File: config.mk
export PLATFORM = sky130hd
export DESIGN_NAME = aorsl_top
export DESIGN_NICKNAME = d
export VERILOG_FILES = /design/src/design/aorsl_pkg.sv /design/src/design/aorsl_top.sv
export SDC_FILE = /design/constraint.sdc
export NUM_CORES = 1
export LEC_CHECK = 0
export BUFFER_PORTS_ARGS = -buffer_cell sky130_fd_sc_hd__buf_2
export CORE_MARGIN = 1
export CORE_UTILIZATION = 40
export DETAILED_ROUTE_END_ITERATION = 8
export GPL_ROUTABILITY_DRIVEN = 0
export PLACE_DENSITY = 0.66
export SLEW_MARGIN = 5
export SYNTH_ARGS = -nofsm -noshare
export SYNTH_HDL_FRONTEND = slang
export SYNTH_SLANG_ARGS = --single-unit
File: constraint.sdc
create_clock -name clk_sys -period 5.7 [get_ports clk_sys]
set_input_delay 0.57 -clock clk_sys [delete_from_list [all_inputs] [get_ports clk_sys]]
set_output_delay 0.57 -clock clk_sys [all_outputs]
set_load 0.02 [all_outputs]
File: src/design/aorsl_pkg.sv
// Constants for the alarm routing and set point limiter block
package aorsl_pkg;
    // Register byte offsets
    localparam logic [5:0] OFS_AUX_SEL = 6'h00;
    localparam logic [5:0] OFS_ALM_TYPE = 6'h04;
    localparam logic [5:0] OFS_ALM_POL = 6'h08;
    localparam logic [5:0] OFS_CTRL = 6'h0c;
    localparam logic [5:0] OFS_IN_TYPE = 6'h10;
    localparam logic [5:0] OFS_SCALE_HI = 6'h14;
    localparam logic [5:0] OFS_SCALE_LO = 6'h18;
    localparam logic [5:0] OFS_DECIMAL = 6'h1c;
    localparam logic [5:0] OFS_SP_CEIL = 6'h20;
    localparam logic [5:0] OFS_SP_FLOOR = 6'h24;
    localparam logic [5:0] OFS_SET_POINT = 6'h28;
    localparam logic [5:0] OFS_WORK_SP = 6'h2c;
    localparam logic [5:0] OFS_STATUS = 6'h30;
    localparam logic [5:0] OFS_CLASS = 6'h34;
    // Field positions
    localparam int POS_AUX2 = 8;
    localparam int POS_TYPE2 = 8;
    localparam int POS_TYPE3 = 16;
    localparam int POS_SENSE = 0;
    localparam int POS_RSP_EN = 1;
    localparam int POS_SECURITY = 4;
    // Auxiliary output source codes
    localparam logic [3:0] SRC_ALARM1 = 4'h0;
    localparam logic [3:0] SRC_ALARM2 = 4'h1;
    localparam logic [3:0] SRC_ALARM3 = 4'h2;
    localparam logic [3:0] SRC_RSP_ERR = 4'h7;
    localparam logic [3:0] SRC_HEAT = 4'h8;
    localparam logic [3:0] SRC_COOL = 4'h9;
    // Alarm type codes
    localparam logic [3:0] TYPE_MIN = 4'h1;
    localparam logic [3:0] TYPE_ABS_FIRST = 4'h8;
    localparam logic [3:0] TYPE_MAX = 4'hb;
    // Input type codes
    localparam logic [4:0] ITYPE_LAST_TEMP = 5'h10;
    localparam logic [4:0] ITYPE_MAX = 5'h15;
    // Values after reset, and the highest security level that leaves the limits open
    localparam logic [3:0] RST_AUX1 = SRC_ALARM2;
    localparam logic [3:0] RST_AUX2 = SRC_ALARM3;
    localparam logic [3:0] RST_TYPE = 4'h2;
    localparam logic [4:0] RST_IN_TYPE = 5'h02;
    localparam logic [15:0] RST_SP_CEIL = 16'h0514;
    localparam logic [15:0] RST_SP_FLOOR = 16'hff38;
    localparam logic [15:0] RST_SCALE_HI = 16'h0064;
    localparam logic [15:0] RST_SCALE_LO = 16'h0000;
    localparam logic [2:0] RST_SECURITY = 3'h1;
    localparam logic [2:0] SEC_OPEN_MAX = 3'h1;
endpackage

File: src/design/aorsl_top.sv
// Alarm output routing, alarm type decode and set point limiter
//
// Added by the designer: register access over Avalon-MM and the register addresses.
`timescale 1ns/1ps
module aorsl_top
    import aorsl_pkg::*;
#(
    parameter int VW = 16
) (
    // Clock and reset
    input wire logic clk_sys,
    input wire logic arst_n,
    // Avalon-MM register slave
    input wire logic [5:0] avs_address,
    input wire logic avs_read,
    input wire logic avs_write,
    input wire logic [31:0] avs_writedata,
    input wire logic [3:0] avs_byteenable,
    output logic [31:0] avs_readdata,
    output logic avs_waitrequest,
    // Function states from the alarm and diagnostic logic
    input wire logic [2:0] alarm_state,
    input wire logic heater_burnout_alarm,
    input wire logic loop_break_alarm,
    input wire logic input_error,
    input wire logic converter_error,
    input wire logic rsp_error,
    // Measured process value
    input wire logic [VW-1:0] process_value,
    // Relays and lamps
    output logic aux_out_one,
    output logic aux_out_two,
    output logic aux_lamp_one,
    output logic aux_lamp_two,
    // Signed error term driving the manipulated variable
    output logic [VW-1:0] control_error
);
    // Only the 16-bit value path is built
    if (VW != 16) begin : g_vw_check
        $error("aorsl_top supports VW of 16 only");
    end

    typedef logic signed [15:0] aorsl_val_t;

    // Sensor range: {top, bottom, decimal point} per temperature code
    function automatic logic [33:0] sensor_range(input logic [4:0] code);
        case (code)
            5'h00, 5'h01: sensor_range = {16'h1964, 16'hf831, 2'h1};
            5'h02, 5'h0b: sensor_range = {16'h0514, 16'hff38, 2'h0};
            5'h03: sensor_range = {16'h1388, 16'h0000, 2'h1};
            5'h04, 5'h08: sensor_range = {16'h0352, 16'hff9c, 2'h0};
            5'h05, 5'h09: sensor_range = {16'h0fa0, 16'h0000, 2'h1};
            5'h06, 5'h0a: sensor_range = {16'h0fa0, 16'hf831, 2'h1};
            5'h07: sensor_range = {16'h0258, 16'h0000, 2'h0};
            5'h0c, 5'h0d: sensor_range = {16'h06a4, 16'h0000, 2'h0};
            5'h0e: sensor_range = {16'h0708, 16'h0064, 2'h0};
            5'h0f: sensor_range = {16'h08fc, 16'h0000, 2'h0};
            default: sensor_range = {16'h0514, 16'h0000, 2'h0};
        endcase
    endfunction

    // Alarm type class: {absolute, standby, range, upper, lower}
    function automatic logic [4:0] type_class(input logic [3:0] t);
        case (t)
            4'h1: type_class = 5'b00011;
            4'h2: type_class = 5'b00010;
            4'h3: type_class = 5'b00001;
            4'h4: type_class = 5'b00100;
            4'h5: type_class = 5'b01011;
            4'h6: type_class = 5'b01010;
            4'h7: type_class = 5'b01001;
            4'h8: type_class = 5'b10010;
            4'h9: type_class = 5'b10001;
            4'ha: type_class = 5'b11010;
            4'hb: type_class = 5'b11001;
            default: type_class = 5'b00000;
        endcase
    endfunction

    // Configuration state
    logic [3:0] aux_sel1;
    logic [3:0] aux_sel2;
    logic [3:0] alm_type [3];
    logic [2:0] open_in_alarm;
    logic direct_sense;
    logic rsp_enable;
    logic [2:0] security;
    logic [4:0] input_type;
    aorsl_val_t scale_hi;
    aorsl_val_t scale_lo;
    logic [1:0] scale_dp;
    aorsl_val_t set_point_ceiling;
    aorsl_val_t set_point_floor;
    aorsl_val_t set_point;
    aorsl_val_t working_sp;
    // Synchronisers for pin inputs
    logic [7:0] fn_meta;
    logic [7:0] fn_sync;
    logic [15:0] pv_meta;
    aorsl_val_t pv_sync;

    // Bus decode
    wire wr = avs_write & ~avs_waitrequest & (avs_byteenable == 4'hf);
    wire [31:0] wd = avs_writedata;
    wire wr_sel = wr && avs_address == OFS_AUX_SEL;
    wire wr_type = wr && avs_address == OFS_ALM_TYPE;
    wire wr_pol = wr && avs_address == OFS_ALM_POL;
    wire wr_ctrl = wr && avs_address == OFS_CTRL;
    wire wr_itype = wr && avs_address == OFS_IN_TYPE;
    wire wr_shi = wr && avs_address == OFS_SCALE_HI;
    wire wr_slo = wr && avs_address == OFS_SCALE_LO;
    wire wr_dp = wr && avs_address == OFS_DECIMAL;
    wire wr_ceil = wr && avs_address == OFS_SP_CEIL;
    wire wr_floor = wr && avs_address == OFS_SP_FLOOR;
    wire wr_sp = wr && avs_address == OFS_SET_POINT;

    // Source selection checks
    wire [3:0] new_sel1 = wd[3:0];
    wire [3:0] new_sel2 = wd[POS_AUX2+3:POS_AUX2];
    wire sel_ok1 = new_sel1 < SRC_HEAT &&
        (new_sel1 != SRC_RSP_ERR || rsp_enable);
    wire sel_ok2 = new_sel2 < SRC_HEAT &&
        (new_sel2 != SRC_RSP_ERR || rsp_enable);

    // Which alarms are routed to an output
    wire [2:0] routed;
    genvar g;
    for (g = 0; g < 3; g++) begin : g_route
        assign routed[g] = aux_sel1 == 4'(g) || aux_sel2 == 4'(g);
    end

    // Alarm type write data and acceptance
    wire [3:0] new_type [3];
    assign new_type[0] = wd[3:0];
    assign new_type[1] = wd[POS_TYPE2+3:POS_TYPE2];
    assign new_type[2] = wd[POS_TYPE3+3:POS_TYPE3];
    wire [2:0] type_ok;
    for (g = 0; g < 3; g++) begin : g_tok
        assign type_ok[g] = routed[g] && new_type[g] >= TYPE_MIN &&
            new_type[g] <= TYPE_MAX;
    end

    // Range and decimal point of the selected input
    wire is_temp = input_type <= ITYPE_LAST_TEMP;
    wire [33:0] srange = sensor_range(input_type);
    wire aorsl_val_t range_top = is_temp ? srange[33:18] : scale_hi;
    wire aorsl_val_t range_bot = is_temp ? srange[17:2] : scale_lo;
    wire [1:0] limit_dp = is_temp ? srange[1:0] : scale_dp;
    wire [4:0] new_itype = wd[4:0];
    wire [33:0] nrange = sensor_range(new_itype);
    wire itype_chg = wr_itype && new_itype <= ITYPE_MAX &&
        new_itype != input_type;
    wire itype_temp = new_itype <= ITYPE_LAST_TEMP;

    // Expansion-mode gate and limit acceptance
    wire exp_open = security <= SEC_OPEN_MAX;
    wire aorsl_val_t wv = aorsl_val_t'(wd[15:0]);
    wire ceil_ok = exp_open && wv > set_point_floor &&
        wv <= range_top;
    wire floor_ok = exp_open && wv >= range_bot &&
        wv < set_point_ceiling;

    // Clamped working set point
    wire aorsl_val_t next_working_sp =
        set_point > set_point_ceiling ? set_point_ceiling :
        set_point < set_point_floor ? set_point_floor : set_point;

    // Routed function states and output polarity
    wire [3:0] s1 = aux_sel1;
    wire [3:0] s2 = aux_sel2;
    wire act1 = fn_sync[s1[2:0]] && (s1 != SRC_RSP_ERR || rsp_enable);
    wire act2 = fn_sync[s2[2:0]] && (s2 != SRC_RSP_ERR || rsp_enable);
    wire inv1 = s1 <= SRC_ALARM3 && open_in_alarm[s1[1:0]];
    wire inv2 = s2 <= SRC_ALARM3 && open_in_alarm[s2[1:0]];

    // Control error sense
    wire aorsl_val_t next_control_error = direct_sense ?
        aorsl_val_t'(pv_sync - working_sp) :
        aorsl_val_t'(working_sp - pv_sync);

    // Read data selection
    wire [4:0] cls [3];
    for (g = 0; g < 3; g++) begin : g_cls
        assign cls[g] = routed[g] ? type_class(alm_type[g]) : 5'h00;
    end
    wire [3:0] rd_type [3];
    for (g = 0; g < 3; g++) begin : g_rt
        assign rd_type[g] = routed[g] ? alm_type[g] : 4'h0;
    end
    logic [31:0] next_readdata;
    always_comb begin
        case (avs_address)
            OFS_AUX_SEL: next_readdata = {20'h0, aux_sel2, 4'h0, aux_sel1};
            OFS_ALM_TYPE: next_readdata = {12'h0, rd_type[2], 4'h0,
                rd_type[1], 4'h0, rd_type[0]};
            OFS_ALM_POL: next_readdata = {29'h0, open_in_alarm & routed};
            OFS_CTRL: next_readdata = {25'h0, security, 2'h0,
                rsp_enable, direct_sense};
            OFS_IN_TYPE: next_readdata = {27'h0, input_type};
            OFS_SCALE_HI: next_readdata = {16'h0, scale_hi};
            OFS_SCALE_LO: next_readdata = {16'h0, scale_lo};
            OFS_DECIMAL: next_readdata = {30'h0, scale_dp};
            OFS_SP_CEIL: next_readdata =
                exp_open ? {16'h0, set_point_ceiling} : 32'h0;
            OFS_SP_FLOOR: next_readdata =
                exp_open ? {16'h0, set_point_floor} : 32'h0;
            OFS_SET_POINT: next_readdata = {16'h0, set_point};
            OFS_WORK_SP: next_readdata = {16'h0, working_sp};
            OFS_STATUS: next_readdata = {14'h0, limit_dp, fn_sync,
                4'h0, aux_lamp_two, aux_lamp_one, aux_out_two, aux_out_one};
            OFS_CLASS: next_readdata = {17'h0, cls[2], cls[1], cls[0]};
            default: next_readdata = 32'h0;
        endcase
    end

    // Bus handshake: one wait cycle; read data loads at the edge that drops waitrequest, a write lands one edge later
    always_ff @(posedge clk_sys or negedge arst_n) begin
        if (!arst_n) begin
            avs_waitrequest <= 1'b1;
            avs_readdata <= 32'h0;
        end else begin
            avs_waitrequest <= ~((avs_read | avs_write) & avs_waitrequest);
            if (avs_read && avs_waitrequest) begin
                avs_readdata <= next_readdata;
            end
        end
    end

    // Pin synchronisers
    always_ff @(posedge clk_sys or negedge arst_n) begin
        if (!arst_n) begin
            fn_meta <= 8'h0;
            fn_sync <= 8'h0;
            pv_meta <= 16'h0;
            pv_sync <= 16'sh0;
        end else begin
            fn_meta <= {rsp_error, converter_error, input_error,
                loop_break_alarm, heater_burnout_alarm, alarm_state};
            fn_sync <= fn_meta;
            pv_meta <= process_value;
            pv_sync <= pv_meta;
        end
    end

    // Routing and alarm configuration
    always_ff @(posedge clk_sys or negedge arst_n) begin
        if (!arst_n) begin
            aux_sel1 <= RST_AUX1;
            aux_sel2 <= RST_AUX2;
            alm_type <= '{RST_TYPE, RST_TYPE, RST_TYPE};
            open_in_alarm <= 3'h0;
            direct_sense <= 1'b0;
            rsp_enable <= 1'b0;
            security <= RST_SECURITY;
        end else begin
            if (wr_sel && sel_ok1) begin
                aux_sel1 <= new_sel1;
            end
            if (wr_sel && sel_ok2) begin
                aux_sel2 <= new_sel2;
            end
            for (int i = 0; i < 3; i++) begin
                if (wr_type && type_ok[i]) begin
                    alm_type[i] <= new_type[i];
                end
                if (wr_pol && routed[i]) begin
                    open_in_alarm[i] <= wd[i];
                end
            end
            if (wr_ctrl) begin
                direct_sense <= wd[POS_SENSE];
                rsp_enable <= wd[POS_RSP_EN];
                security <= wd[POS_SECURITY+2:POS_SECURITY];
            end
        end
    end

    // Input scaling and set point limits
    always_ff @(posedge clk_sys or negedge arst_n) begin
        if (!arst_n) begin
            input_type <= RST_IN_TYPE;
            scale_hi <= RST_SCALE_HI;
            scale_lo <= RST_SCALE_LO;
            scale_dp <= 2'h0;
            set_point_ceiling <= RST_SP_CEIL;
            set_point_floor <= RST_SP_FLOOR;
            set_point <= 16'sh0;
            working_sp <= 16'sh0;
        end else begin
            if (wr_itype && new_itype <= ITYPE_MAX) begin
                input_type <= new_itype;
            end
            if (wr_shi && wv > scale_lo) begin
                scale_hi <= wv;
            end
            if (wr_slo && wv < scale_hi) begin
                scale_lo <= wv;
            end
            if (wr_dp) begin
                scale_dp <= wd[1:0];
            end
            if (itype_chg) begin
                set_point_ceiling <= itype_temp ?
                    aorsl_val_t'(nrange[33:18]) : scale_hi;
                set_point_floor <= itype_temp ?
                    aorsl_val_t'(nrange[17:2]) : scale_lo;
            end else begin
                if (wr_ceil && ceil_ok) begin
                    set_point_ceiling <= wv;
                end
                if (wr_floor && floor_ok) begin
                    set_point_floor <= wv;
                end
            end
            if (wr_sp) begin
                set_point <= wv;
            end
            working_sp <= next_working_sp;
        end
    end

    // Physical outputs and lamps
    always_ff @(posedge clk_sys or negedge arst_n) begin
        if (!arst_n) begin
            aux_out_one <= 1'b0;
            aux_out_two <= 1'b0;
            aux_lamp_one <= 1'b0;
            aux_lamp_two <= 1'b0;
            control_error <= '0;
        end else begin
            aux_out_one <= act1 ^ inv1;
            aux_out_two <= act2 ^ inv2;
            aux_lamp_one <= act1;
            aux_lamp_two <= act2;
            control_error <= next_control_error;
        end
    end

    // Checks
    property p_sel_legal;
        @(posedge clk_sys) disable iff (!arst_n)
        aux_sel1 < SRC_HEAT && aux_sel2 < SRC_HEAT;
    endproperty
    a_sel_legal: assert property (p_sel_legal)
        else $error("Auxiliary source holds a control output");
    property p_rsp_gate;
        @(posedge clk_sys) disable iff (!arst_n)
        wr_sel && new_sel1 == SRC_RSP_ERR && !rsp_enable
        |=> aux_sel1 == $past(aux_sel1);
    endproperty
    a_rsp_gate: assert property (p_rsp_gate)
        else $error("Remote error source taken while disabled");
    property p_lamp;
        @(posedge clk_sys) disable iff (!arst_n)
        ##1 aux_lamp_one == $past(act1);
    endproperty
    a_lamp: assert property (p_lamp)
        else $error("Lamp one does not follow its function");
    property p_polarity;
        @(posedge clk_sys) disable iff (!arst_n)
        ##1 aux_out_two == ($past(act2) ^ $past(inv2));
    endproperty
    a_polarity: assert property (p_polarity)
        else $error("Output two polarity wrong");
    property p_type_range;
        @(posedge clk_sys) disable iff (!arst_n)
        alm_type[0] >= TYPE_MIN && alm_type[0] <= TYPE_MAX;
    endproperty
    a_type_range: assert property (p_type_range)
        else $error("Alarm one type out of range");
    property p_clamp;
        @(posedge clk_sys) disable iff (!arst_n)
        ##2 $stable(set_point) && $stable(set_point_ceiling) &&
        $stable(set_point_floor) |-> working_sp <= set_point_ceiling &&
        (working_sp >= set_point_floor ||
        set_point_floor > set_point_ceiling);
    endproperty
    a_clamp: assert property (p_clamp)
        else $error("Working set point outside limits");
    property p_reload;
        @(posedge clk_sys) disable iff (!arst_n)
        itype_chg && !itype_temp |=>
        set_point_ceiling == $past(scale_hi) &&
        set_point_floor == $past(scale_lo);
    endproperty
    a_reload: assert property (p_reload)
        else $error("Analog change did not reload limits");
    property p_lock;
        @(posedge clk_sys) disable iff (!arst_n)
        wr_ceil && !exp_open && !itype_chg |=> $stable(set_point_ceiling);
    endproperty
    a_lock: assert property (p_lock)
        else $error("Ceiling written while locked");
    property p_wait;
        @(posedge clk_sys) disable iff (!arst_n)
        (avs_read || avs_write) && avs_waitrequest |=> !avs_waitrequest;
    endproperty
    a_wait: assert property (p_wait)
        else $error("Bus answer late");
    c_reload: cover property (@(posedge clk_sys) itype_chg && itype_temp);
    c_open: cover property (@(posedge clk_sys) inv1 && act1);
    c_clamp: cover property (@(posedge clk_sys)
        set_point > set_point_ceiling);
endmodule

**Yosys cells after proc, flatten, opt, wreduce, memory -nomap -nowiden**

Memories as Yosys holds them, arrays and structs flattened.
Index checks and enable logic that the tools add are counted.

- Register bits: 232
- ROM bits: 1136
- Input bits: 70
- Output and inout bits: 53
- Logic and storage cells: 180
- Memories: 5

- Add/subtract/negate cells: 2
- $lt $le $gt $ge: 26
- Equality and inequality tests: 23
- Muxes and demuxes: 31
- Bitwise gates (word level): 9
- Reductions and logical operators: 54

Memory list:

| memory | depth | width | read ports | clocked after Yosys merged registers in | write ports | RTL line | text |
|---|---|---|---|---|---|---|---|
| (name not given) | 16 | 28 | 1 | 0 | 0 | aorsl_top.sv:47 | `case (code)` |
| (name not given) | 16 | 28 | 1 | 0 | 0 | aorsl_top.sv:47 |  |
| (name not given) | 16 | 5 | 1 | 0 | 0 | aorsl_top.sv:64 | `case (t)` |
| (name not given) | 16 | 5 | 1 | 0 | 0 | aorsl_top.sv:64 |  |
| (name not given) | 16 | 5 | 1 | 0 | 0 | aorsl_top.sv:64 |  |

Operators with widths:

| kind | number |
|---|---|
| 20-bit one-hot mux with 14 select lines | 1 |
| 16-bit two-way mux | 13 |
| 34-bit two-way mux | 2 |
| 16-bit greater-than comparator | 3 |
| 16-bit < comparator | 3 |
| 1-bit logical AND | 42 |
| 6-bit equality test (second input constant) | 6 |
| 16-bit subtractor | 2 |
| 6-bit by 5-bit equality test with 1-bit output (second input constant) | 4 |
| 16-bit >= comparator | 1 |
| 16-bit <= comparator | 1 |
| 4-bit by 3-bit inequality test with 1-bit output (second input constant) | 4 |
| 5-bit <= comparator (second input constant) | 3 |
| 5-bit two-way mux | 3 |
| 6-bit by 4-bit equality test with 1-bit output (second input constant) | 2 |
| 4-bit by 1-bit >= comparator with 1-bit output (second input constant) | 3 |
| 4-bit <= comparator (second input constant) | 3 |
| 4-bit two-way mux | 3 |
| 4-bit by 1-bit equality test with 1-bit output (second input constant) | 2 |
| 4-bit by 2-bit equality test with 1-bit output (second input constant) | 2 |
| 4-bit by 2-bit <= comparator with 1-bit output (second input constant) | 2 |
| 4-bit logical NOT | 2 |
| 3-bit by 4-bit < comparator with 1-bit output (second input constant) | 2 |
| 4-bit < comparator (second input constant) | 2 |
| other kinds (17) | 34 |

**Longest topological paths before layout**

An unclocked memory read counts as a cell.

- Word-level depth: 9
- Mapped depth: 20
- Gate-level depth less buffers: 16

**Worst setup path after synthesis**

Ideal clock, no wire load.

- Path kind: register to register
- Start: register input_type[1]
- End: register set_point_ceiling[0]
- Library setup time: 137 ps
- Data arrival time: 4307 ps
- Required time: 5563 ps
- Path slack: 1256 ps
- Cell stages (with the launch flop): 21
- Buffers on the path: 5
- Clock period less this slack: 4444 ps
- Cell sequence: dfstp_2 clkbuf_1 inv_1 ha_1 nand2_1 nor2_1 nor2_1 clkbuf_1 buf_1 a21oi_1 ha_1 a211o_1 o211ai_1 a31oi_1 nor4_1 mux2_2 a211o_1 buf_6 buf_6 mux2i_1 a21oi_1

- Cells in the longest elaborated chain, start to end: 7
- Elaborated cells between the ends (all ways): 11
- Classes of those cells: order compare: 2; eq/ne: 1; mux: 3; reduce/logical: 4; memory: 1

Ends and longest elaborated chain:

| element | RTL line | text |
|---|---|---|
| start: declaration | aorsl_top.sv:88 | `logic [4:0] input_type;` |
| start signal: assignment | aorsl_top.sv:291 | `input_type <= new_itype;` |
| memory read 16 x 28 bit | n/a |  |
| 34-bit two-way mux | aorsl_top.sv:47 |  |
| 16-bit two-way mux | aorsl_top.sv:146 | `wire aorsl_val_t range_top = is_temp ? srange[33:18] : scale_hi;` |
| 16-bit <= comparator (not written as such) | aorsl_top.sv:159 | `wv <= range_top;` |
| 1-bit logical AND | aorsl_top.sv:158 | `wire ceil_ok = exp_open && wv > set_point_floor &&` |
| 1-bit logical AND | aorsl_top.sv:308 | `if (wr_ceil && ceil_ok) begin` |
| 2-bit nonzero test (no source line) | n/a |  |
| end signal: assignment | aorsl_top.sv:303 | `set_point_ceiling <= itype_temp ?` |
| end signal: assignment | aorsl_top.sv:309 | `set_point_ceiling <= wv;` |
| end: declaration | aorsl_top.sv:92 | `aorsl_val_t set_point_ceiling;` |

Several ways; a longest one is shown, not always the timed one.
A chain may end at the register's enable or synchronous reset.

**Worst setup path after layout**

- Start: register input_type[2]
- End: register set_point_ceiling[11]

The elaborated chain is that of the path after synthesis.

==> metrics.csv <==
stage,metric,value,unit
finish,Fillers,3484,
place,DP HPWL,35600,um
power_and_ir_drop,PwrDens,235,nW/um^2
sta,Max Freq,0.210,GHz
sta,fin crit share,83.7,%
finish,"commonest non-fill, non-tap cells in the layout","dfrtp_1 (194), ha_1 (172), inv_1 (132)",
floorplan,Initial Util,40.8,%
status,outcome,finished with violations,
sta,Final Slew Violations,0,
cts,hold buffer count at cts,0,
power_and_ir_drop,Clock power frac,45.9,%
logic_synthesis,number of synthesis warnings,0,
finish,share of layout cells above drive strength 1,16.9,%
global_route,vias in the first global route,12709,
logic_synthesis,Mapped Area,15100,um^2
flow_run,Max-Cap Viols,0,
worst_setup_path,"delay-heaviest family, CP",compound AO/OA/AOI/OAI gates,
cts,clk_lat worst skew,0.56,ns
worst_setup_path,Setup crit start kind,register,
sta,Tmin final,4.77,ns
cts,clk sinks,220,
logic_synthesis,Post-synth EDFFs,0,
worst_setup_path,critical path buffer and inverter count,2,
cts,post-cts resize count,0,
floorplan,IO Pins,123,
logic_synthesis,register area share after synthesis,36.8,%
cts,Clock Tree Buf Depth,3,
finish,Util after Layout,45.9,%
sta,unrepaired setup endpoints after global routing,false,
power_and_ir_drop,P_sw,1050,uW
detailed_routing,via count,12961,
global_route,first-pass GRT wire length,74600,um
detailed_routing,DRC,4,
finish,P&R area growth vs syn,12.4,%
power_and_ir_drop,Peak VDD IR,0.201,mV
detailed_routing,DR WL/cell,22.6,um
finish,sequential standard cell area,5540,um^2
floorplan,die width,196,um
global_route,largest net degree at the start of global routing,110,
logic_synthesis,"top cells by area, synth","dfrtp_1 (32%), ha_1 (14%), mux2i_1 (4.9%)",
worst_setup_path,Crit. End Element,register,
worst_setup_path,"Slowest-stage cell, CP",dfrtp_1,
cts,Root Driver,clkbuf_16,
worst_setup_path,Reg2Reg Depth,15,
global_route,GRT Total Usage,25.3,%
sta,"Setup violations, final",0,
sta,actual slew at the worst max-slew pin,1.34,ns
logic_synthesis,"FFs w/ async S/R, synth",100,%
detailed_routing,post-route ant nets,0,
finish,area of the multi-input gates,8680,um^2
finish,"commonest non-fill, non-tap cell in the layout",dfrtp_1,
sta,Setup Skew,0.0319,ns
cts,TritonCTS Buffers,26,
logic_synthesis,"Avg Cell Area, Syn",9.65,um^2
worst_setup_path,R2R Setup Slk,0.93,ns
power_and_ir_drop,part of the power in combinational logic,12.5,%
cts,Worst-path clk slew,0.06,ns
sta,setup TNS,0,ns
power_and_ir_drop,Sequential Power Share,41.5,%
cts,TritonCTS clock tree,yes,
status,violated checks,design-rule violations,
worst_setup_path,required time worst endpoint,6.09,ns
global_route,Congestion Overflow GR,0,
place,Port Buf Inserts,98,
detailed_routing,detailed-router iteration count before antenna repair,9,
worst_setup_path,reg2reg start,input_type[2],
power_and_ir_drop,switching part of the total power,26.5,%
power_and_ir_drop,LEAKAGE,0.00785,uW
logic_synthesis,cell count after synthesis,1561,
floorplan,Core Rows,70,
floorplan,core area,36900,um^2
cts,H-tree depth,1,
global_route,initial antenna violation count,2,
worst_setup_path,Crit Path Category,reg2reg,
worst_setup_path,Critical R2R Capture,set_point_ceiling[11],
sta,Max transition margin,10.7,%
floorplan,full die area,38400,um^2
logic_synthesis,post-synth top area cell,dfrtp_1,
detailed_routing,final WL,48700,um
logic_synthesis,dominant synthesized flop cell,dfrtp_1,
finish,nets@finish,1875,
sta,Final Hold Vio Count,0,
worst_setup_path,crit path DAT,5.16,ns
worst_setup_path,Crit path largest cell delay,0.85,ns
min_path,Worst Hold Class,in2async,
detailed_routing,initial DRC count,1371,
floorplan,DIE HEIGHT,196,um
worst_setup_path,crit-path max FO,27,
logic_synthesis,synth unique cells,79,
detailed_routing,vias per inst,6.01,
cts,Setup Buffers After CTS,0,
logic_synthesis,Yosys top cell area share,32.2,%
power_and_ir_drop,Internal,2920,uW
logic_synthesis,#FFs+latches synth,220,
worst_setup_path,worst-path cell chain,inv_1 -> nand2_1 -> nor2_1 -> nor2_1 -> buf_4 -> a21oi_1 -> ha_1 -> a211o_1 -> o211ai_1 -> a31oi_1 -> nor4_1 -> mux2_2 -> a211o_1 -> mux2i_1 -> a21oi_1,
-- metrics by stage --
stage          worst slack, ns  hold slack (ns)  instances  power (uW)  instance area, um^2
3_5_place_dp              1.08            0.337       2107        2170                16000
4_1_cts                  0.994            0.102       2155        4000                16900
6_report                 0.929           0.0786       2156        3970                16900
5_1_grt                  0.642            0.117       2156        4110                16900
2_1_floorplan             1.26            0.274       1572        1970                15100
3_3_place_gp              1.14            0.335       2107        2150                16000
-- synthesized netlist by cell type, types with 26 or more instances --
master / n
dfrtp_1: 194
ha_1: 172
inv_1: 132
a21oi_1: 126
nand2_1: 105
o21ai_0: 89
mux2i_1: 73
nor2_1: 69
mux2_2: 61
clkbuf_1: 55
a21o_1: 35
a22oi_1: 32
nand3_1: 31
nand4_1: 29
dfstp_2: 26
-- area by class of cell --
cell class	count	share of cell area, %
diodes	1	0.0148
clock buffers	34	4.32
clock inverters	14	1.23
inverters	134	2.97
multi-input cells	1133	51.3
flip-flops and latches	220	32.7
well taps	504	3.73
repair buffers	116	3.76
-- power groups by stage --
stage          clock network, uW  logic [uW]  registers [uW]
4_1_cts                     1850         494            1650
5_1_grt                     1910         546            1650
2_1_floorplan                  0         283            1690
3_5_place_dp                   0         492            1680
3_3_place_gp                   0         479            1670
6_report                    1820         498            1650
-- sequential cells by signal (all words and copies together) (netlist names), 2 cells and up --
| name | count |
|---|---|
| security | 3 |
| working_sp | 16 |
| alm_type | 12 |
| avs_readdata | 20 |
| set_point_floor | 16 |
| scale_hi | 16 |
| scale_dp | 2 |
| aux_sel2 | 4 |
| set_point | 16 |
| open_in_alarm | 3 |
| control_error | 16 |
| set_point_ceiling | 16 |
| pv_meta | 16 |
| input_type | 5 |
| aux_sel1 | 4 |
| fn_meta | 8 |
| fn_sync | 8 |
| pv_sync | 16 |
| scale_lo | 16 |
-- how the worst max path moves through the flow --
stage | start | endpoint | slack (ns) | cells after the start
4_1_cts | input_type[2] | set_point_ceiling[11] | 0.99 | 15
5_1_grt | input_type[2] | set_point_ceiling[11] | 0.64 | 15
2_1_floorplan | input_type[1] | set_point_ceiling[0] | 1.26 | 20
3_3_place_gp | input_type[2] | set_point_ceiling[0] | 1.14 | 15
3_5_place_dp | input_type[2] | set_point_ceiling[11] | 1.08 | 15
6_report | input_type[2] | set_point_ceiling[11] | 0.93 | 15
-- layer usage --
layer  global-route usage (%)  up-vias  share of wire, %
li1                         -     5847                 -
met1                     33.4     6300                41
met2                     39.4      655                44
met3                     4.16      157               8.8
met4                     14.6        2               6.1
met5                        0        -             0.029
-- worst register-to-register path, stage by stage (launching register included) --
cell and delay [ns]:
dfrtp_1 0.85, inv_1 0.28, nand2_1 0.24, nor2_1 0.08
nor2_1 0.21, buf_4 0.27, a21oi_1 0.12, ha_1 0.30
a211o_1 0.30, o211ai_1 0.09, a31oi_1 0.12, nor4_1 0.31
mux2_2 0.39, a211o_1 0.65, mux2i_1 0.31, a21oi_1 0.10
-- cells by family after synthesis --
kind of cell	share of synthesized area (%)
buffers and inverters	5.99
other	0.0249
adder cells (fa/ha/maj)	14.6
XOR/XNOR	1.40
AO/OA/AOI/OAI	19.6
multiplexers	10.9
AND/OR/NAND/NOR	10.8
flip-flops	36.8
No activity file was read; power rests on OpenSTA's default activity.
